--- config.mk ---
export PLATFORM = sky130hd
export DESIGN_NAME = cpu_instruction_decode
export DESIGN_NICKNAME = d
export VERILOG_FILES = /design/src/decode_pkg.sv /design/src/cpu_instruction_decode.sv
export SDC_FILE = /design/constraint.sdc
export NUM_CORES = 1
export LEC_CHECK = 0
export BUFFER_PORTS_ARGS = -buffer_cell sky130_fd_sc_hd__buf_2
export CAP_MARGIN = 20
export CORE_UTILIZATION = 45
export CTS_BUF_LIST = sky130_fd_sc_hd__clkbuf_4
export DETAILED_ROUTE_END_ITERATION = 7
export PLACE_DENSITY = 0.71
export SYNTH_ARGS = -nofsm -noshare
export SYNTH_HDL_FRONTEND = slang
export SYNTH_SLANG_ARGS = --single-unit
export TNS_END_PERCENT = 20
--- constraint.sdc ---
create_clock -name mclk -period 6.1 [get_ports mclk]
set_input_delay 0.61 -clock mclk [delete_from_list [all_inputs] [get_ports mclk]]
set_output_delay 0.61 -clock mclk [all_outputs]
set_load 0.05 [all_outputs]
--- src/decode_pkg.sv ---
/*
 * constants, types and register map of the instruction decoder
 * assumes a single clock domain and word-aligned register access
 */
// Summary of operation
// RULE_01: 1011 skips next when selected bit clear, 1010 when set; bits 11:9, bit 8.
// RULE_02: 1110 0ccc branches on flag code with signed 8-bit offset; 1 or 2 cycles.
// RULE_03: 1101 relative jump (bit 11 low) or relative call, 11-bit offset, 2 cycles.
// RULE_04: 1110 110s plus 1111 word gives 20-bit call, s fast context, 2 cycles.
// RULE_05: 1110 1111 plus 1111 word gives 20-bit absolute jump, 2 cycles.
// RULE_06: word 0004 clears watchdog in one cycle, updating timeout and powerdown.
// RULE_07: word 0006 discards stack top, 0005 pushes; no flags change.
// RULE_08: word 00ff is a one-cycle full software reset of all status.
// RULE_09: 0010/0011 return from interrupt, 2 cycles, re-enables both irq enables.
// RULE_10: 0012/0013 return from subroutine, 2 cycles, flags unchanged.
// RULE_11: 0c kk returns and loads literal into working register, 2 cycles.
// RULE_12: 0f add and 08 subtract literal; one cycle; C DC Z OV N affected.
// RULE_13: 0b and, 09 or, 0a xor literal; one cycle; only Z and N affected.
// RULE_14: 0d multiply and 0e load literal; one cycle; no flags affected.
// RULE_15: ee 00ff kkkk plus f0 kk loads 12-bit literal to pointer ff, 2 cycles.
// RULE_16: 010k loads four bits into low bank select, one cycle.
// RULE_17: 0008..000b table read, 2 cycles, mm gives pointer mode.
// RULE_18: 000c..000f table write, same modes, runs until memory write ends.
// RULE_19: taken test or changed counter costs two cycles, second is a no-op.
// RULE_20: unconsumed second word is a no-op; 1111 word alone is a no-op.
// RULE_21: port read-modify-write from itself takes the operand from pins.
// RULE_22: qualifying write of timer zero clears its prescaler when assigned.
// RULE_23: a low picks access bank, a high bank select; d picks destination.
// RULE_24: 1000 sets, 1001 clears, 0111 toggles file bit; one cycle, no flags.
package decode_pkg;

	// register byte offsets
	localparam logic [7:0] REG_CTRL   = 8'h00;
	localparam logic [7:0] REG_STATUS = 8'h04;
	localparam logic [7:0] REG_LASTOP = 8'h08;
	localparam logic [7:0] REG_BANK   = 8'h0c;
	localparam logic [7:0] REG_COUNT  = 8'h10;

	// flag positions in the ctrl register and in the affected mask
	localparam int FLAG_C   = 0;
	localparam int FLAG_DC  = 1;
	localparam int FLAG_Z   = 2;
	localparam int FLAG_OV  = 3;
	localparam int FLAG_N   = 4;
	localparam int CTRL_TESTBIT = 5;
	localparam int CTRL_PSA     = 6;

	// status register positions
	localparam int ST_TO   = 0;
	localparam int ST_PD   = 1;
	localparam int ST_GIE  = 2;
	localparam int ST_PEIE = 3;
	localparam int ST_TBL  = 4;
	localparam int ST_PEND = 5;
	localparam int ST_SKIP = 6;

	localparam logic [6:0] CTRL_RESET   = 7'h00;
	localparam logic [1:0] FLAGS_RESET  = 2'h3;
	localparam logic [1:0] IRQEN_RESET  = 2'h0;
	localparam logic [4:0] MASK_ARITH   = 5'h1f;
	localparam logic [4:0] MASK_LOGIC   = 5'h14;
	localparam logic [1:0] CYC_ONE      = 2'h1;
	localparam logic [1:0] CYC_TWO      = 2'h2;
	localparam logic [1:0] RESP_OKAY    = 2'h0;
	localparam logic [1:0] RESP_DECERR  = 2'h3;

	// opcode fields
	localparam logic [3:0] NIB_SKIP_CLR = 4'hb;
	localparam logic [3:0] NIB_SKIP_SET = 4'ha;
	localparam logic [3:0] NIB_BIT_SET  = 4'h8;
	localparam logic [3:0] NIB_BIT_CLR  = 4'h9;
	localparam logic [3:0] NIB_BIT_TOG  = 4'h7;
	localparam logic [3:0] NIB_REL      = 4'hd;
	localparam logic [3:0] NIB_LONG     = 4'he;
	localparam logic [3:0] NIB_SECOND   = 4'hf;
	localparam logic [3:0] NIB_MISC     = 4'h0;

	typedef enum logic [4:0] {
		OP_NOP, OP_OTHER, OP_SKIP_CLR, OP_SKIP_SET, OP_BIT_SET,
		OP_BIT_CLR, OP_BIT_TOG, OP_BRANCH, OP_REL_JUMP, OP_REL_CALL,
		OP_CALL, OP_ABSOLUTE_JUMP_OP, OP_WDT_CLR, OP_POP, OP_PUSH, OP_SW_RESET,
		OP_IRQ_RETURN, OP_RETURN, OP_RET_LIT, OP_ADD, OP_SUB, OP_AND,
		OP_OR, OP_XOR, OP_MUL, OP_LOAD, OP_PTR_LOAD, OP_BANK_LOAD,
		OP_TBL_RD, OP_TBL_WR
	} op_class_t;

	typedef struct packed {
		logic        valid;
		op_class_t   opClass;
		logic [1:0]  cycles;
		logic        taken;
		logic [7:0]  literal;
		logic [10:0] offset;
		logic [19:0] longAddr;
		logic        fastCtx;
		logic [2:0]  bitSel;
		logic [11:0] fileAddr;
		logic        destToFile;
		logic [1:0]  pointerIdx;
		logic [11:0] pointerVal;
		logic [1:0]  tblMode;
		logic [4:0]  flagsAffected;
		logic        pinOperand;
		logic        prescalerClear;
	} decode_t;

endpackage

--- src/cpu_instruction_decode.sv ---
/*
 * instruction decoder for bit, control, literal and table operations
 * with an axi4-lite register slave
 * assumes program memory on mclk presenting one word with valid/ready,
 * and a table write engine reporting completion on mclk
 */
`timescale 1ns/1ps
module cpu_instruction_decode #(
	parameter logic [3:0]  ACCESS_BANK = 4'h0,
	parameter logic [11:0] PORT_LO     = 12'hf80,
	parameter logic [11:0] PORT_HI     = 12'hf8f,
	parameter logic [11:0] TIMER0_ADDR = 12'hfd6
) (
	// clock and reset
	input  wire logic              mclk,
	input  wire logic              reset_n,
	// axi4-lite slave
	input  wire logic [7:0]        awaddr,
	input  wire logic              awvalid,
	output logic                   awready,
	input  wire logic [31:0]       wdata,
	input  wire logic [3:0]        wstrb,
	input  wire logic              wvalid,
	output logic                   wready,
	output logic [1:0]             bresp,
	output logic                   bvalid,
	input  wire logic              bready,
	input  wire logic [7:0]        araddr,
	input  wire logic              arvalid,
	output logic                   arready,
	output logic [31:0]            rdata,
	output logic [1:0]             rresp,
	output logic                   rvalid,
	input  wire logic              rready,
	// program memory side
	input  wire logic [15:0]       instrWord,
	input  wire logic              instrValid,
	output logic                   instrReady,
	// table write engine
	input  wire logic              tableWriteDone,
	// decoded instruction, one-cycle valid
	output decode_pkg::decode_t    decodeOut
);

	logic                rstMeta_q;
	logic                rst_q;
	logic [6:0]          ctrl_q;
	logic [1:0]          wdtFlags_q;
	logic [1:0]          irqEn_q;
	logic [3:0]          bankSel_q;
	logic                tblBusy_q;
	logic                pending_q;
	logic                pendNop_q;
	logic [15:0]         firstWord_q;
	logic                skip_q;
	logic [15:0]         lastWord_q;
	logic [31:0]         count_q;
	logic                awHeld_q;
	logic                wHeld_q;
	logic [7:0]          awAddr_q;
	logic [31:0]         wData_q;
	logic [3:0]          wStrb_q;
	decode_pkg::decode_t dec;
	logic                firstOfTwo;
	logic                accept;
	logic                stall;
	logic                doWrite;
	logic                ctrlWr;
	logic                statusWr;
	logic                hwSwReset;
	logic                hwIrqRet;
	logic                hwWdt;

	// reset release through two flops
	always_ff @(posedge mclk or negedge reset_n)
	begin
		if (!reset_n)
		begin
			rstMeta_q <= 1'b0;
			rst_q     <= 1'b0;
		end
		else
		begin
			rstMeta_q <= 1'b1;
			rst_q     <= rstMeta_q;
		end
	end

	function automatic logic cond_true(input logic [2:0] code,
		input logic [6:0] f);
		logic r;
		unique case (code[2:1])
			2'h0: r = f[decode_pkg::FLAG_Z];
			2'h1: r = f[decode_pkg::FLAG_C];
			2'h2: r = f[decode_pkg::FLAG_OV];
			default: r = f[decode_pkg::FLAG_N];
		endcase
		cond_true = code[0] ? ~r : r;
	endfunction

	// combinational decode of the presented word
	always_comb
	begin
		dec = '0;
		firstOfTwo = 1'b0;
		dec.valid = 1'b1;
		dec.opClass = decode_pkg::OP_OTHER;
		dec.cycles = decode_pkg::CYC_ONE;
		dec.literal = instrWord[7:0];
		dec.bitSel = instrWord[11:9]; // see RULE_01
		dec.fileAddr = instrWord[8] ? {bankSel_q, instrWord[7:0]}
			: {ACCESS_BANK, instrWord[7:0]}; // see RULE_23
		dec.destToFile = instrWord[9]; // see RULE_23
		if (pending_q && instrWord[15:12] == decode_pkg::NIB_SECOND)
		begin
			// second word consumed by the held first word
			dec.cycles = decode_pkg::CYC_TWO;
			dec.taken = 1'b1;
			dec.literal = firstWord_q[7:0];
			dec.fastCtx = firstWord_q[8]; // see RULE_04
			dec.longAddr = {instrWord[11:0], firstWord_q[7:0]};
			dec.pointerIdx = firstWord_q[5:4];
			dec.pointerVal = {firstWord_q[3:0], instrWord[7:0]};
			if (firstWord_q[11:8] == 4'he)
				dec.opClass = decode_pkg::OP_PTR_LOAD; // see RULE_15
			else if (firstWord_q[11:8] == 4'hf)
				dec.opClass = decode_pkg::OP_ABSOLUTE_JUMP_OP; // see RULE_05
			else
				dec.opClass = decode_pkg::OP_CALL; // see RULE_04
		end
		else
		begin
			unique case (instrWord[15:12])
				decode_pkg::NIB_SKIP_CLR, decode_pkg::NIB_SKIP_SET:
				begin
					// see RULE_01
					dec.opClass = instrWord[12] ? decode_pkg::OP_SKIP_CLR
						: decode_pkg::OP_SKIP_SET;
					dec.taken = instrWord[12]
						? ~ctrl_q[decode_pkg::CTRL_TESTBIT]
						: ctrl_q[decode_pkg::CTRL_TESTBIT];
				end
				decode_pkg::NIB_BIT_SET, decode_pkg::NIB_BIT_CLR,
				decode_pkg::NIB_BIT_TOG:
				begin
					// see RULE_24
					dec.opClass = (instrWord[15:12] == decode_pkg::NIB_BIT_SET)
						? decode_pkg::OP_BIT_SET
						: (instrWord[15:12] == decode_pkg::NIB_BIT_CLR)
						? decode_pkg::OP_BIT_CLR : decode_pkg::OP_BIT_TOG;
					dec.destToFile = 1'b1;
					dec.pinOperand = (dec.fileAddr >= PORT_LO)
						&& (dec.fileAddr <= PORT_HI); // see RULE_21
					dec.prescalerClear = (dec.fileAddr == TIMER0_ADDR)
						&& ctrl_q[decode_pkg::CTRL_PSA]; // see RULE_22
				end
				decode_pkg::NIB_REL:
				begin
					// see RULE_03
					dec.opClass = instrWord[11] ? decode_pkg::OP_REL_CALL
						: decode_pkg::OP_REL_JUMP;
					dec.offset = instrWord[10:0];
					dec.taken = 1'b1;
					dec.cycles = decode_pkg::CYC_TWO;
				end
				decode_pkg::NIB_LONG:
				begin
					if (!instrWord[11])
					begin
						// see RULE_02
						dec.opClass = decode_pkg::OP_BRANCH;
						dec.offset = {{3{instrWord[7]}}, instrWord[7:0]};
						dec.taken = cond_true(instrWord[10:8], ctrl_q);
						dec.cycles = dec.taken ? decode_pkg::CYC_TWO
							: decode_pkg::CYC_ONE; // see RULE_19
					end
					else if (instrWord[10:9] == 2'h2
						|| instrWord[10:8] == 3'h7
						|| (instrWord[10:8] == 3'h6 && instrWord[7:6] == 2'h0))
					begin
						// first word held until its second arrives
						dec.valid = 1'b0;
						firstOfTwo = 1'b1;
					end
				end
				decode_pkg::NIB_SECOND:
					dec.opClass = decode_pkg::OP_NOP; // see RULE_20
				decode_pkg::NIB_MISC:
				begin
					unique case (instrWord[11:8])
						4'h0:
						begin
							unique casez (instrWord[7:0])
								8'h00: dec.opClass = decode_pkg::OP_NOP;
								8'h04: dec.opClass = decode_pkg::OP_WDT_CLR;
								8'h05: dec.opClass = decode_pkg::OP_PUSH;
								8'h06: dec.opClass = decode_pkg::OP_POP;
								8'hff: dec.opClass = decode_pkg::OP_SW_RESET;
								8'b0001_000?:
									dec.opClass = decode_pkg::OP_IRQ_RETURN;
								8'b0001_001?:
									dec.opClass = decode_pkg::OP_RETURN;
								8'b0000_10??:
									dec.opClass = decode_pkg::OP_TBL_RD;
								8'b0000_11??:
									dec.opClass = decode_pkg::OP_TBL_WR;
								default: dec.opClass = decode_pkg::OP_OTHER;
							endcase
							dec.fastCtx = instrWord[0]; // see RULE_09
							dec.tblMode = instrWord[1:0]; // see RULE_17
						end
						4'h1: dec.opClass = (instrWord[7:4] == 4'h0)
							? decode_pkg::OP_BANK_LOAD : decode_pkg::OP_OTHER;
						4'hc: dec.opClass = decode_pkg::OP_RET_LIT;
						4'hf: dec.opClass = decode_pkg::OP_ADD;
						4'h8: dec.opClass = decode_pkg::OP_SUB;
						4'hb: dec.opClass = decode_pkg::OP_AND;
						4'h9: dec.opClass = decode_pkg::OP_OR;
						4'ha: dec.opClass = decode_pkg::OP_XOR;
						4'hd: dec.opClass = decode_pkg::OP_MUL;
						4'he: dec.opClass = decode_pkg::OP_LOAD;
						default: dec.opClass = decode_pkg::OP_OTHER;
					endcase
					// see RULE_12 RULE_13 RULE_14
					if (dec.opClass == decode_pkg::OP_ADD
						|| dec.opClass == decode_pkg::OP_SUB)
						dec.flagsAffected = decode_pkg::MASK_ARITH;
					else if (dec.opClass == decode_pkg::OP_AND
						|| dec.opClass == decode_pkg::OP_OR
						|| dec.opClass == decode_pkg::OP_XOR)
						dec.flagsAffected = decode_pkg::MASK_LOGIC;
					// see RULE_09 RULE_10 RULE_11 RULE_17 RULE_18
					if (dec.opClass == decode_pkg::OP_IRQ_RETURN
						|| dec.opClass == decode_pkg::OP_RETURN
						|| dec.opClass == decode_pkg::OP_RET_LIT
						|| dec.opClass == decode_pkg::OP_TBL_RD
						|| dec.opClass == decode_pkg::OP_TBL_WR)
					begin
						dec.cycles = decode_pkg::CYC_TWO;
						dec.taken = 1'b1;
					end
				end
				default: dec.opClass = decode_pkg::OP_OTHER;
			endcase
		end
		// a skipped word runs as a no-op but keeps its length
		if (skip_q || (pending_q && pendNop_q))
		begin
			dec.opClass = decode_pkg::OP_NOP;
			dec.taken = 1'b0;
			dec.flagsAffected = 5'h00;
			dec.pinOperand = 1'b0;
			dec.prescalerClear = 1'b0;
		end
	end

	assign accept = instrValid && instrReady;
	// one-word instructions of two cycles insert a no-op cycle
	assign stall = dec.valid && dec.cycles == decode_pkg::CYC_TWO
		&& !pending_q; // see RULE_19
	assign hwSwReset = accept && dec.valid
		&& dec.opClass == decode_pkg::OP_SW_RESET;
	assign hwIrqRet = accept && dec.valid
		&& dec.opClass == decode_pkg::OP_IRQ_RETURN;
	assign hwWdt = accept && dec.valid
		&& dec.opClass == decode_pkg::OP_WDT_CLR;

	// sequencing of fetches
	always_ff @(posedge mclk or negedge rst_q)
	begin
		if (!rst_q)
		begin
			instrReady  <= 1'b0;
			pending_q   <= 1'b0;
			pendNop_q   <= 1'b0;
			firstWord_q <= 16'h0000;
			skip_q      <= 1'b0;
			decodeOut   <= '0;
		end
		else
		begin
			decodeOut.valid <= 1'b0;
			instrReady <= !(tblBusy_q && !tableWriteDone);
			if (accept)
			begin
				decodeOut <= dec;
				if (stall || (dec.valid && dec.opClass == decode_pkg::OP_TBL_WR))
					instrReady <= 1'b0;
				pending_q <= firstOfTwo;
				pendNop_q <= firstOfTwo && skip_q; // see RULE_20
				if (firstOfTwo)
					firstWord_q <= instrWord;
				// a skip covers the next word and, if two-word, its second
				skip_q <= dec.valid && dec.taken
					&& (dec.opClass == decode_pkg::OP_SKIP_CLR
					|| dec.opClass == decode_pkg::OP_SKIP_SET); // see RULE_01
				if (dec.opClass == decode_pkg::OP_SW_RESET && dec.valid)
				begin
					pending_q <= 1'b0;
					skip_q    <= 1'b0; // see RULE_08
				end
			end
		end
	end

	// table write holds fetch until the memory write ends
	always_ff @(posedge mclk or negedge rst_q)
	begin
		if (!rst_q)
			tblBusy_q <= 1'b0;
		else if (accept && dec.valid && dec.opClass == decode_pkg::OP_TBL_WR)
			tblBusy_q <= 1'b1; // see RULE_18
		else if (tableWriteDone)
			tblBusy_q <= 1'b0;
	end

	// bank select, instruction history
	always_ff @(posedge mclk or negedge rst_q)
	begin
		if (!rst_q)
		begin
			bankSel_q  <= 4'h0;
			lastWord_q <= 16'h0000;
			count_q    <= 32'h0000_0000;
		end
		else if (hwSwReset)
			bankSel_q <= 4'h0; // see RULE_08
		else if (accept)
		begin
			lastWord_q <= instrWord;
			if (dec.valid)
				count_q <= count_q + 32'h0000_0001;
			if (dec.valid && dec.opClass == decode_pkg::OP_BANK_LOAD)
				bankSel_q <= instrWord[3:0]; // see RULE_16
		end
	end

	// status flags; hardware events win over software writes
	always_ff @(posedge mclk or negedge rst_q)
	begin
		if (!rst_q)
		begin
			wdtFlags_q <= decode_pkg::FLAGS_RESET;
			irqEn_q    <= decode_pkg::IRQEN_RESET;
			ctrl_q     <= decode_pkg::CTRL_RESET;
		end
		else if (hwSwReset)
		begin
			wdtFlags_q <= decode_pkg::FLAGS_RESET;
			irqEn_q    <= decode_pkg::IRQEN_RESET;
			ctrl_q     <= decode_pkg::CTRL_RESET; // see RULE_08
		end
		else
		begin
			if (ctrlWr)
				ctrl_q <= wData_q[6:0];
			if (hwWdt)
				wdtFlags_q <= decode_pkg::FLAGS_RESET; // see RULE_06
			if (hwIrqRet)
				irqEn_q <= 2'h3; // see RULE_09
			else if (statusWr)
				irqEn_q <= wData_q[decode_pkg::ST_PEIE:decode_pkg::ST_GIE];
		end
	end

	// axi4-lite write channel
	assign doWrite  = awHeld_q && wHeld_q && !bvalid;
	assign ctrlWr   = doWrite && wStrb_q[0] && awAddr_q == decode_pkg::REG_CTRL;
	assign statusWr = doWrite && wStrb_q[0]
		&& awAddr_q == decode_pkg::REG_STATUS;

	always_ff @(posedge mclk or negedge rst_q)
	begin
		if (!rst_q)
		begin
			awready  <= 1'b1;
			wready   <= 1'b1;
			awHeld_q <= 1'b0;
			wHeld_q  <= 1'b0;
			awAddr_q <= 8'h00;
			wData_q  <= 32'h0000_0000;
			wStrb_q  <= 4'h0;
			bvalid   <= 1'b0;
			bresp    <= decode_pkg::RESP_OKAY;
		end
		else
		begin
			if (awvalid && awready)
			begin
				awHeld_q <= 1'b1;
				awready  <= 1'b0;
				awAddr_q <= {awaddr[7:2], 2'b00};
			end
			if (wvalid && wready)
			begin
				wHeld_q <= 1'b1;
				wready  <= 1'b0;
				wData_q <= wdata;
				wStrb_q <= wstrb;
			end
			if (doWrite)
			begin
				awHeld_q <= 1'b0;
				wHeld_q  <= 1'b0;
				bvalid   <= 1'b1;
				bresp    <= (awAddr_q <= decode_pkg::REG_COUNT)
					? decode_pkg::RESP_OKAY : decode_pkg::RESP_DECERR;
			end
			if (bvalid && bready)
			begin
				bvalid  <= 1'b0;
				awready <= 1'b1;
				wready  <= 1'b1;
			end
		end
	end

	// axi4-lite read channel
	always_ff @(posedge mclk or negedge rst_q)
	begin
		if (!rst_q)
		begin
			arready <= 1'b1;
			rvalid  <= 1'b0;
			rdata   <= 32'h0000_0000;
			rresp   <= decode_pkg::RESP_OKAY;
		end
		else if (arvalid && arready)
		begin
			arready <= 1'b0;
			rvalid  <= 1'b1;
			rresp   <= decode_pkg::RESP_OKAY;
			rdata   <= 32'h0000_0000;
			unique case ({araddr[7:2], 2'b00})
				decode_pkg::REG_CTRL:   rdata <= {25'h0, ctrl_q};
				decode_pkg::REG_STATUS: rdata <= {25'h0, skip_q, pending_q,
					tblBusy_q, irqEn_q, wdtFlags_q};
				decode_pkg::REG_LASTOP: rdata <= {lastWord_q, 5'h00,
					decodeOut.taken, decodeOut.cycles, 3'h0,
					decodeOut.opClass};
				decode_pkg::REG_BANK:   rdata <= {28'h0, bankSel_q};
				decode_pkg::REG_COUNT:  rdata <= count_q;
				default:                rresp <= decode_pkg::RESP_DECERR;
			endcase
		end
		else if (rvalid && rready)
		begin
			rvalid  <= 1'b0;
			arready <= 1'b1;
		end
	end

endmodule

-- Word level (Yosys, flattened, before mapping)
Index checks and enable logic that the tools add are counted.
- add/subtract/negate cells: 1
- order comparisons: 3
- eq/ne operators: 55
- mux-type cells: 87
- bitwise logic cells: 3
- reduce and logical (&&, ||, !) cells: 73
- operator list (operator ; count):
    32-bit case mux with 5 select lines ; 1
    88-bit two-way mux ; 1
    4-bit equality test, second input constant ; 17
    5-bit equality test, second input constant ; 13
    5-bit case mux with 10 select lines ; 1
    5-bit case mux with 9 select lines ; 1
    1-bit two-way mux ; 42
    5-bit two-way mux ; 7
    32-bit by 1-bit adder with 32-bit output, second input constant ; 1
    1-bit logical AND ; 30
    5-bit case mux with 6 select lines ; 1
    7-bit two-way mux ; 4
    6-bit by 2-bit equality test with 1-bit output, second input constant ; 4
    8-bit by 3-bit equality test with 1-bit output, second input constant ; 3
    2-bit two-way mux ; 12
    11-bit two-way mux ; 2
    11-bit case mux with 2 select lines ; 1
    2-bit nonzero test ; 11
    20-bit two-way mux ; 1
    8-bit zero test ; 2
    8-bit two-way mux ; 2
    7-bit by 4-bit equality test with 1-bit output, second input constant ; 2
    14-bit two-way mux ; 1
    12-bit equality test, second input constant ; 1
    33 further kinds ; 61
- flip-flop bits (word level): 227
- input bits: 77
- output and inout bits: 130

-- Logic depth before layout (Yosys ltp)
- depth in word-level cells: 19
- mapped depth: 10
- gate-level depth less buffers: 7

-- Worst setup path before layout
Ideal clock, no wire load.
- path type: input -> register
- from: input port instrWord[6]
- to: register lastWord_q[12]
- library setup time: 128 ps
- data arrival time: 3010 ps
- required time: 5972 ps
- path slack: 2962 ps
- cell stages on the path: 9
- buffers on the path: 2
- cells stage by stage: buf_6 -> or4_4 -> o21bai_1 -> and4_1 -> nor4_4 -> a21oi_1 -> a21oi_2 -> buf_4 -> mux2_1
- cells in the longest elaborated chain, start to end: 12
- elaborated cells between the ends (all ways): 30
- those cells by class: eq/ne (9); mux (12); bitwise (1); reduce/logical (8)
- RTL lines (what ; line ; text):
    from (decl) ; cpu_instruction_decode.sv:36 ; input wire logic [15:0] instrWord,
    8-bit equality test (tied with other cells) ; cpu_instruction_decode.sv:193 ; unique casez (instrWord[7:0])
    5-bit case mux with 9 select lines / 5-bit two-way mux (equally long branches) ; cpu_instruction_decode.sv:193, cpu_instruction_decode.sv:213 ;
    5-bit case mux with 10 select lines ; cpu_instruction_decode.sv:190 ; unique case (instrWord[11:8])
    5-bit two-way mux ; cpu_instruction_decode.sv:133 ; unique case (instrWord[15:12])
    5-bit two-way mux ; cpu_instruction_decode.sv:114 ; if (pending_q && instrWord[15:12] == decode_pkg::NIB_SECOND)
    5-bit case mux with 6 select lines ; cpu_instruction_decode.sv:133 ;
    8-bit two-way mux ; cpu_instruction_decode.sv:114 ;
    5-bit two-way mux ; cpu_instruction_decode.sv:247 ; if (skip_q || (pending_q && pendNop_q))
    5-bit by 4-bit equality test with 1-bit output ; cpu_instruction_decode.sv:262 ; && dec.opClass == decode_pkg::OP_SW_RESET;
    1-bit logical AND (*) ; cpu_instruction_decode.sv:262 ;
    1-bit inverter (no line) (*) ; -- ;
    2-bit AND reduction (no line) (*) ; -- ;
    to (signal assigned) ; cpu_instruction_decode.sv:330 ; lastWord_q <= instrWord;
    to (decl) ; cpu_instruction_decode.sv:56 ; logic [15:0] lastWord_q;
Mark *: on every way between the ends. The rest lies on a longest branch, timed or not. The select of a mux whose other input is x is not followed.
A chain may end at the register's enable or synchronous reset.

-- Final worst setup path
- from: input port instrWord[4]
- to: register lastWord_q[5]
- cells in the longest elaborated chain, start to end: 12
- elaborated cells between the ends (all ways): 22
- those cells by class: eq/ne (9); mux (8); bitwise (1); reduce/logical (4)
- RTL lines (what ; line):
    8-bit equality test (tied with other cells) ; cpu_instruction_decode.sv:193
    5-bit case mux with 9 select lines / 5-bit two-way mux (equally long branches) ; cpu_instruction_decode.sv:193, cpu_instruction_decode.sv:213
    5-bit case mux with 10 select lines (*) ; cpu_instruction_decode.sv:190
    5-bit two-way mux (*) ; cpu_instruction_decode.sv:133
    5-bit two-way mux (*) ; cpu_instruction_decode.sv:114
    5-bit case mux with 6 select lines (*) ; cpu_instruction_decode.sv:133
    8-bit two-way mux (*) ; cpu_instruction_decode.sv:114
    5-bit two-way mux (*) ; cpu_instruction_decode.sv:247
    5-bit by 4-bit equality test with 1-bit output (*) ; cpu_instruction_decode.sv:262
    1-bit logical AND (*) ; cpu_instruction_decode.sv:262
    1-bit inverter (no line) (*) ; --
    2-bit AND reduction (no line) (*) ; --
Marks and branches as above.

==> summary.txt <==
Status = finished, final reports clean
Cell area after placement = 10400 um2
GR Overflow Total = 0
Total length of routed met2 wires = 11500 um
Row cnt = 52
Detailed Routing Iterations Pass 1 = 5
Max VDD drop = 0.193 mV
Final wirelength = 24900 um
Count of final hold-check violations = 0
Max Cap Viol = 0
Initial antenna violation count = 0
Core Box Area = 20400 um2
Initial Util = 46.5%
Top cell type's share of synthesized area = 53.5%
DR top layer = met4
Dpl hpwl = 16600 um
Fin area = 11200 um2
Worst-Margin Slew = 1.26 ns
Residual DRC count = 0
Yosys Warn Count = 0
Synth area leader = dfrtp_1
Unrepaired setup endpoints after global routing = no
Total negative slack = 0 ns
Final setup fails = 0
FMAX = 320 MHz
Area of the multi-input gates = 3870 um2
Yosys reg bits = 206
Fin crit share = 51.2%
Mapped Nets = 1031
Die area = 21700 um2
Share of layout cells above drive strength 1 = 28.4%
Synth cell count leaders = 203 x dfrtp_1, 183 x nand2_1, 88 x o21ai_0
CTS tree = built
Die height = 147 um
Critical Path Start = instrWord[4]
Io pins = 207
DRT antenna net count = 0
WL/cell = 17.5 um
Diodes inserted = 0
WS Path Type = input pin to flop
Asr flop ratio synth = 100%
Reg-to-reg startpoint = pending_q
Root Buffer = clkbuf_4
Seq/Total Area, Yosys = 54.3%
Vias = 7867
Layout area overhead = 17.5%
EDFF count, synth = 0
Synthesized area per cell = 9.96 um2
M1 WL = 11000 um
Fillcell total = 1883
CP startpoint kind = input pin
Hold Crit Start = awvalid
Clock Latency Late Sink = 0.66 ns
Initial DRC Count = 629
P_leak = 0.00546 uW
First-pass GRT wire length = 40600 um
GPL Wtd Cong = 0.907
Inserted Clock Buffers = 55
Slew Viols, Final = 0
Slew HR = 15.7%
Clock skew = 0.0323 ns
Post-route minimum period = 3.13 ns
Drt via density = 5.52
Power per cell area = 318 nW/um2
GRT Overall Usage = 23.6%
Max Root-Sink Buffers = 3
Post-synthesis cell type count = 67
Ranking of synthesized cells by area = dfrtp_1 54%, nand2_1 7.2%, o21ai_0 4.6%
HP Class = input pin to flop
Top-count cell post-synth = dfrtp_1
Worst setup EP type = flop
Net count, final = 1191
Reg clk slew, reported paths = 0.07 ns
Met3 WL = 1900 um
Worst EP required = 6.62 ns
Vias in the first global route = 7618
Synthesized netlist cell count = 953
Pin count of the biggest net entering global routing = 205
Synthesized area = 9490 um2
Die Wd = 147 um
Clock sinks = 206
WP data arrival = 3.65 ns
CP Max Fanout = 16
Top FF cell, synth = dfrtp_1
Register area = 5160 um2
Htree depth = 2
Port-buffer cells = 174
==> sequential cells by signal, indices dropped and copies added (netlist names), 2 cells and up <==
signal	count
decodeOut	71
count_q	32
rdata	32
lastWord_q	16
firstWord_q	12
ctrl_q	7
wData_q	7
awAddr_q	6
bankSel_q	4
irqEn_q	2
==> critical path, stage by stage <==
cell	delay [ns]
buf_2	0.19
or4_4	0.60
o21bai_1	0.22
and4_1	0.23
nor4_4	0.45
a21oi_1	0.22
a21oi_2	0.71
mux2_2	0.41
==> path summary, 6_finish.rpt <==
kind                                  end  slack [ns]  cells after the start
max                         lastWord_q[5]        2.97                      8
min                               awready        0.12                      2
max reg2reg                    count_q[1]        3.15                      8
min reg2reg                         rst_q        0.36                      0
max in group asynchronous  firstWord_q[9]        4.65                      1
min in group asynchronous       rstMeta_q        0.28                      2
==> cells in the final DEF, fill, tap and decap left out, types with 4 or more instances in the layout <==
cell / instances
and2_1: 5
clkinv_1: 5
buf_4: 8
nor3_1: 26
nand2_1: 182
a21oi_1: 26
a22oi_1: 23
nand2b_1: 8
nor2_1: 51
or4_1: 4
a21o_1: 4
xor2_1: 33
nor3b_1: 6
dfrtp_1: 202
mux2_1: 7
o21ai_0: 88
and3_1: 9
nand4_1: 10
a22o_1: 5
o211ai_1: 4
inv_1: 14
mux2i_1: 13
a31oi_1: 15
and4_1: 5
nand3_1: 25
clkbuf_4: 91
buf_2: 174
a221oi_1: 5
mux2_2: 30
nor4_1: 13
nor2b_1: 4
==> metrics by stage <==
step                      power (uW)  instances  hold WS [ns]  worst slack [ns]  utilization [%]
final                           3540       1424         0.120              2.97             54.6
after global routing            3730       1424         0.114              2.80             54.6
after CTS                       3580       1424        0.0756              3.02             54.6
after detailed placement        2300       1325         0.347              2.34             50.9
after global placement          2270       1324         0.339              2.38             50.8
after floorplan                 2120        953         0.314              2.71                -
==> final cells by class <==
class,instances,share of cell area [%]
timing repair buffer,185,8.86
tap,270,3.03
clock inverter,7,0.482
multi-input combinational,650,34.7
sequential,206,46.3
inverter,15,0.505
clock buffer,91,6.12
==> logic make-up (layout without fill, tap and decap cells) <==
logic type,after synthesis,in the layout,share of synthesized area [%]
compound gates,199,199,13.4
xor+xnor,35,35,3.37
fa+ha+maj,1,1,0.132
buf+inv,97,298,5.01
flops,206,206,54.3
mux,51,51,6.00
other cells,1,1,0.0395
simple gates,363,363,17.7
==> layer usage <==
layer | vias to the layer above | global-route usage [%]
met5 | - | 0
met3 | 46 | 4.81
met4 | 0 | 9.12
li1 | 3681 | -
met2 | 350 | 36.2
met1 | 3790 | 32.8
==> power by group <==
group,total [uW],switching [uW],internal (uW)
combinational,592,398,194
sequential,1680,142,1530
clock,1280,567,708
total,3540,1110,2440
==> repair_timing <==
| action | CTS | global route |
|---|---|---|
| hold endpoints to repair | 2 | 0 |
| gates resized for setup | 0 | 0 |
| hold buffers | 1 | 0 |
| endpoints found under the setup margin | 0 | 0 |
| setup buffers | 0 | 0 |
(Power assumes the default switching activity.)
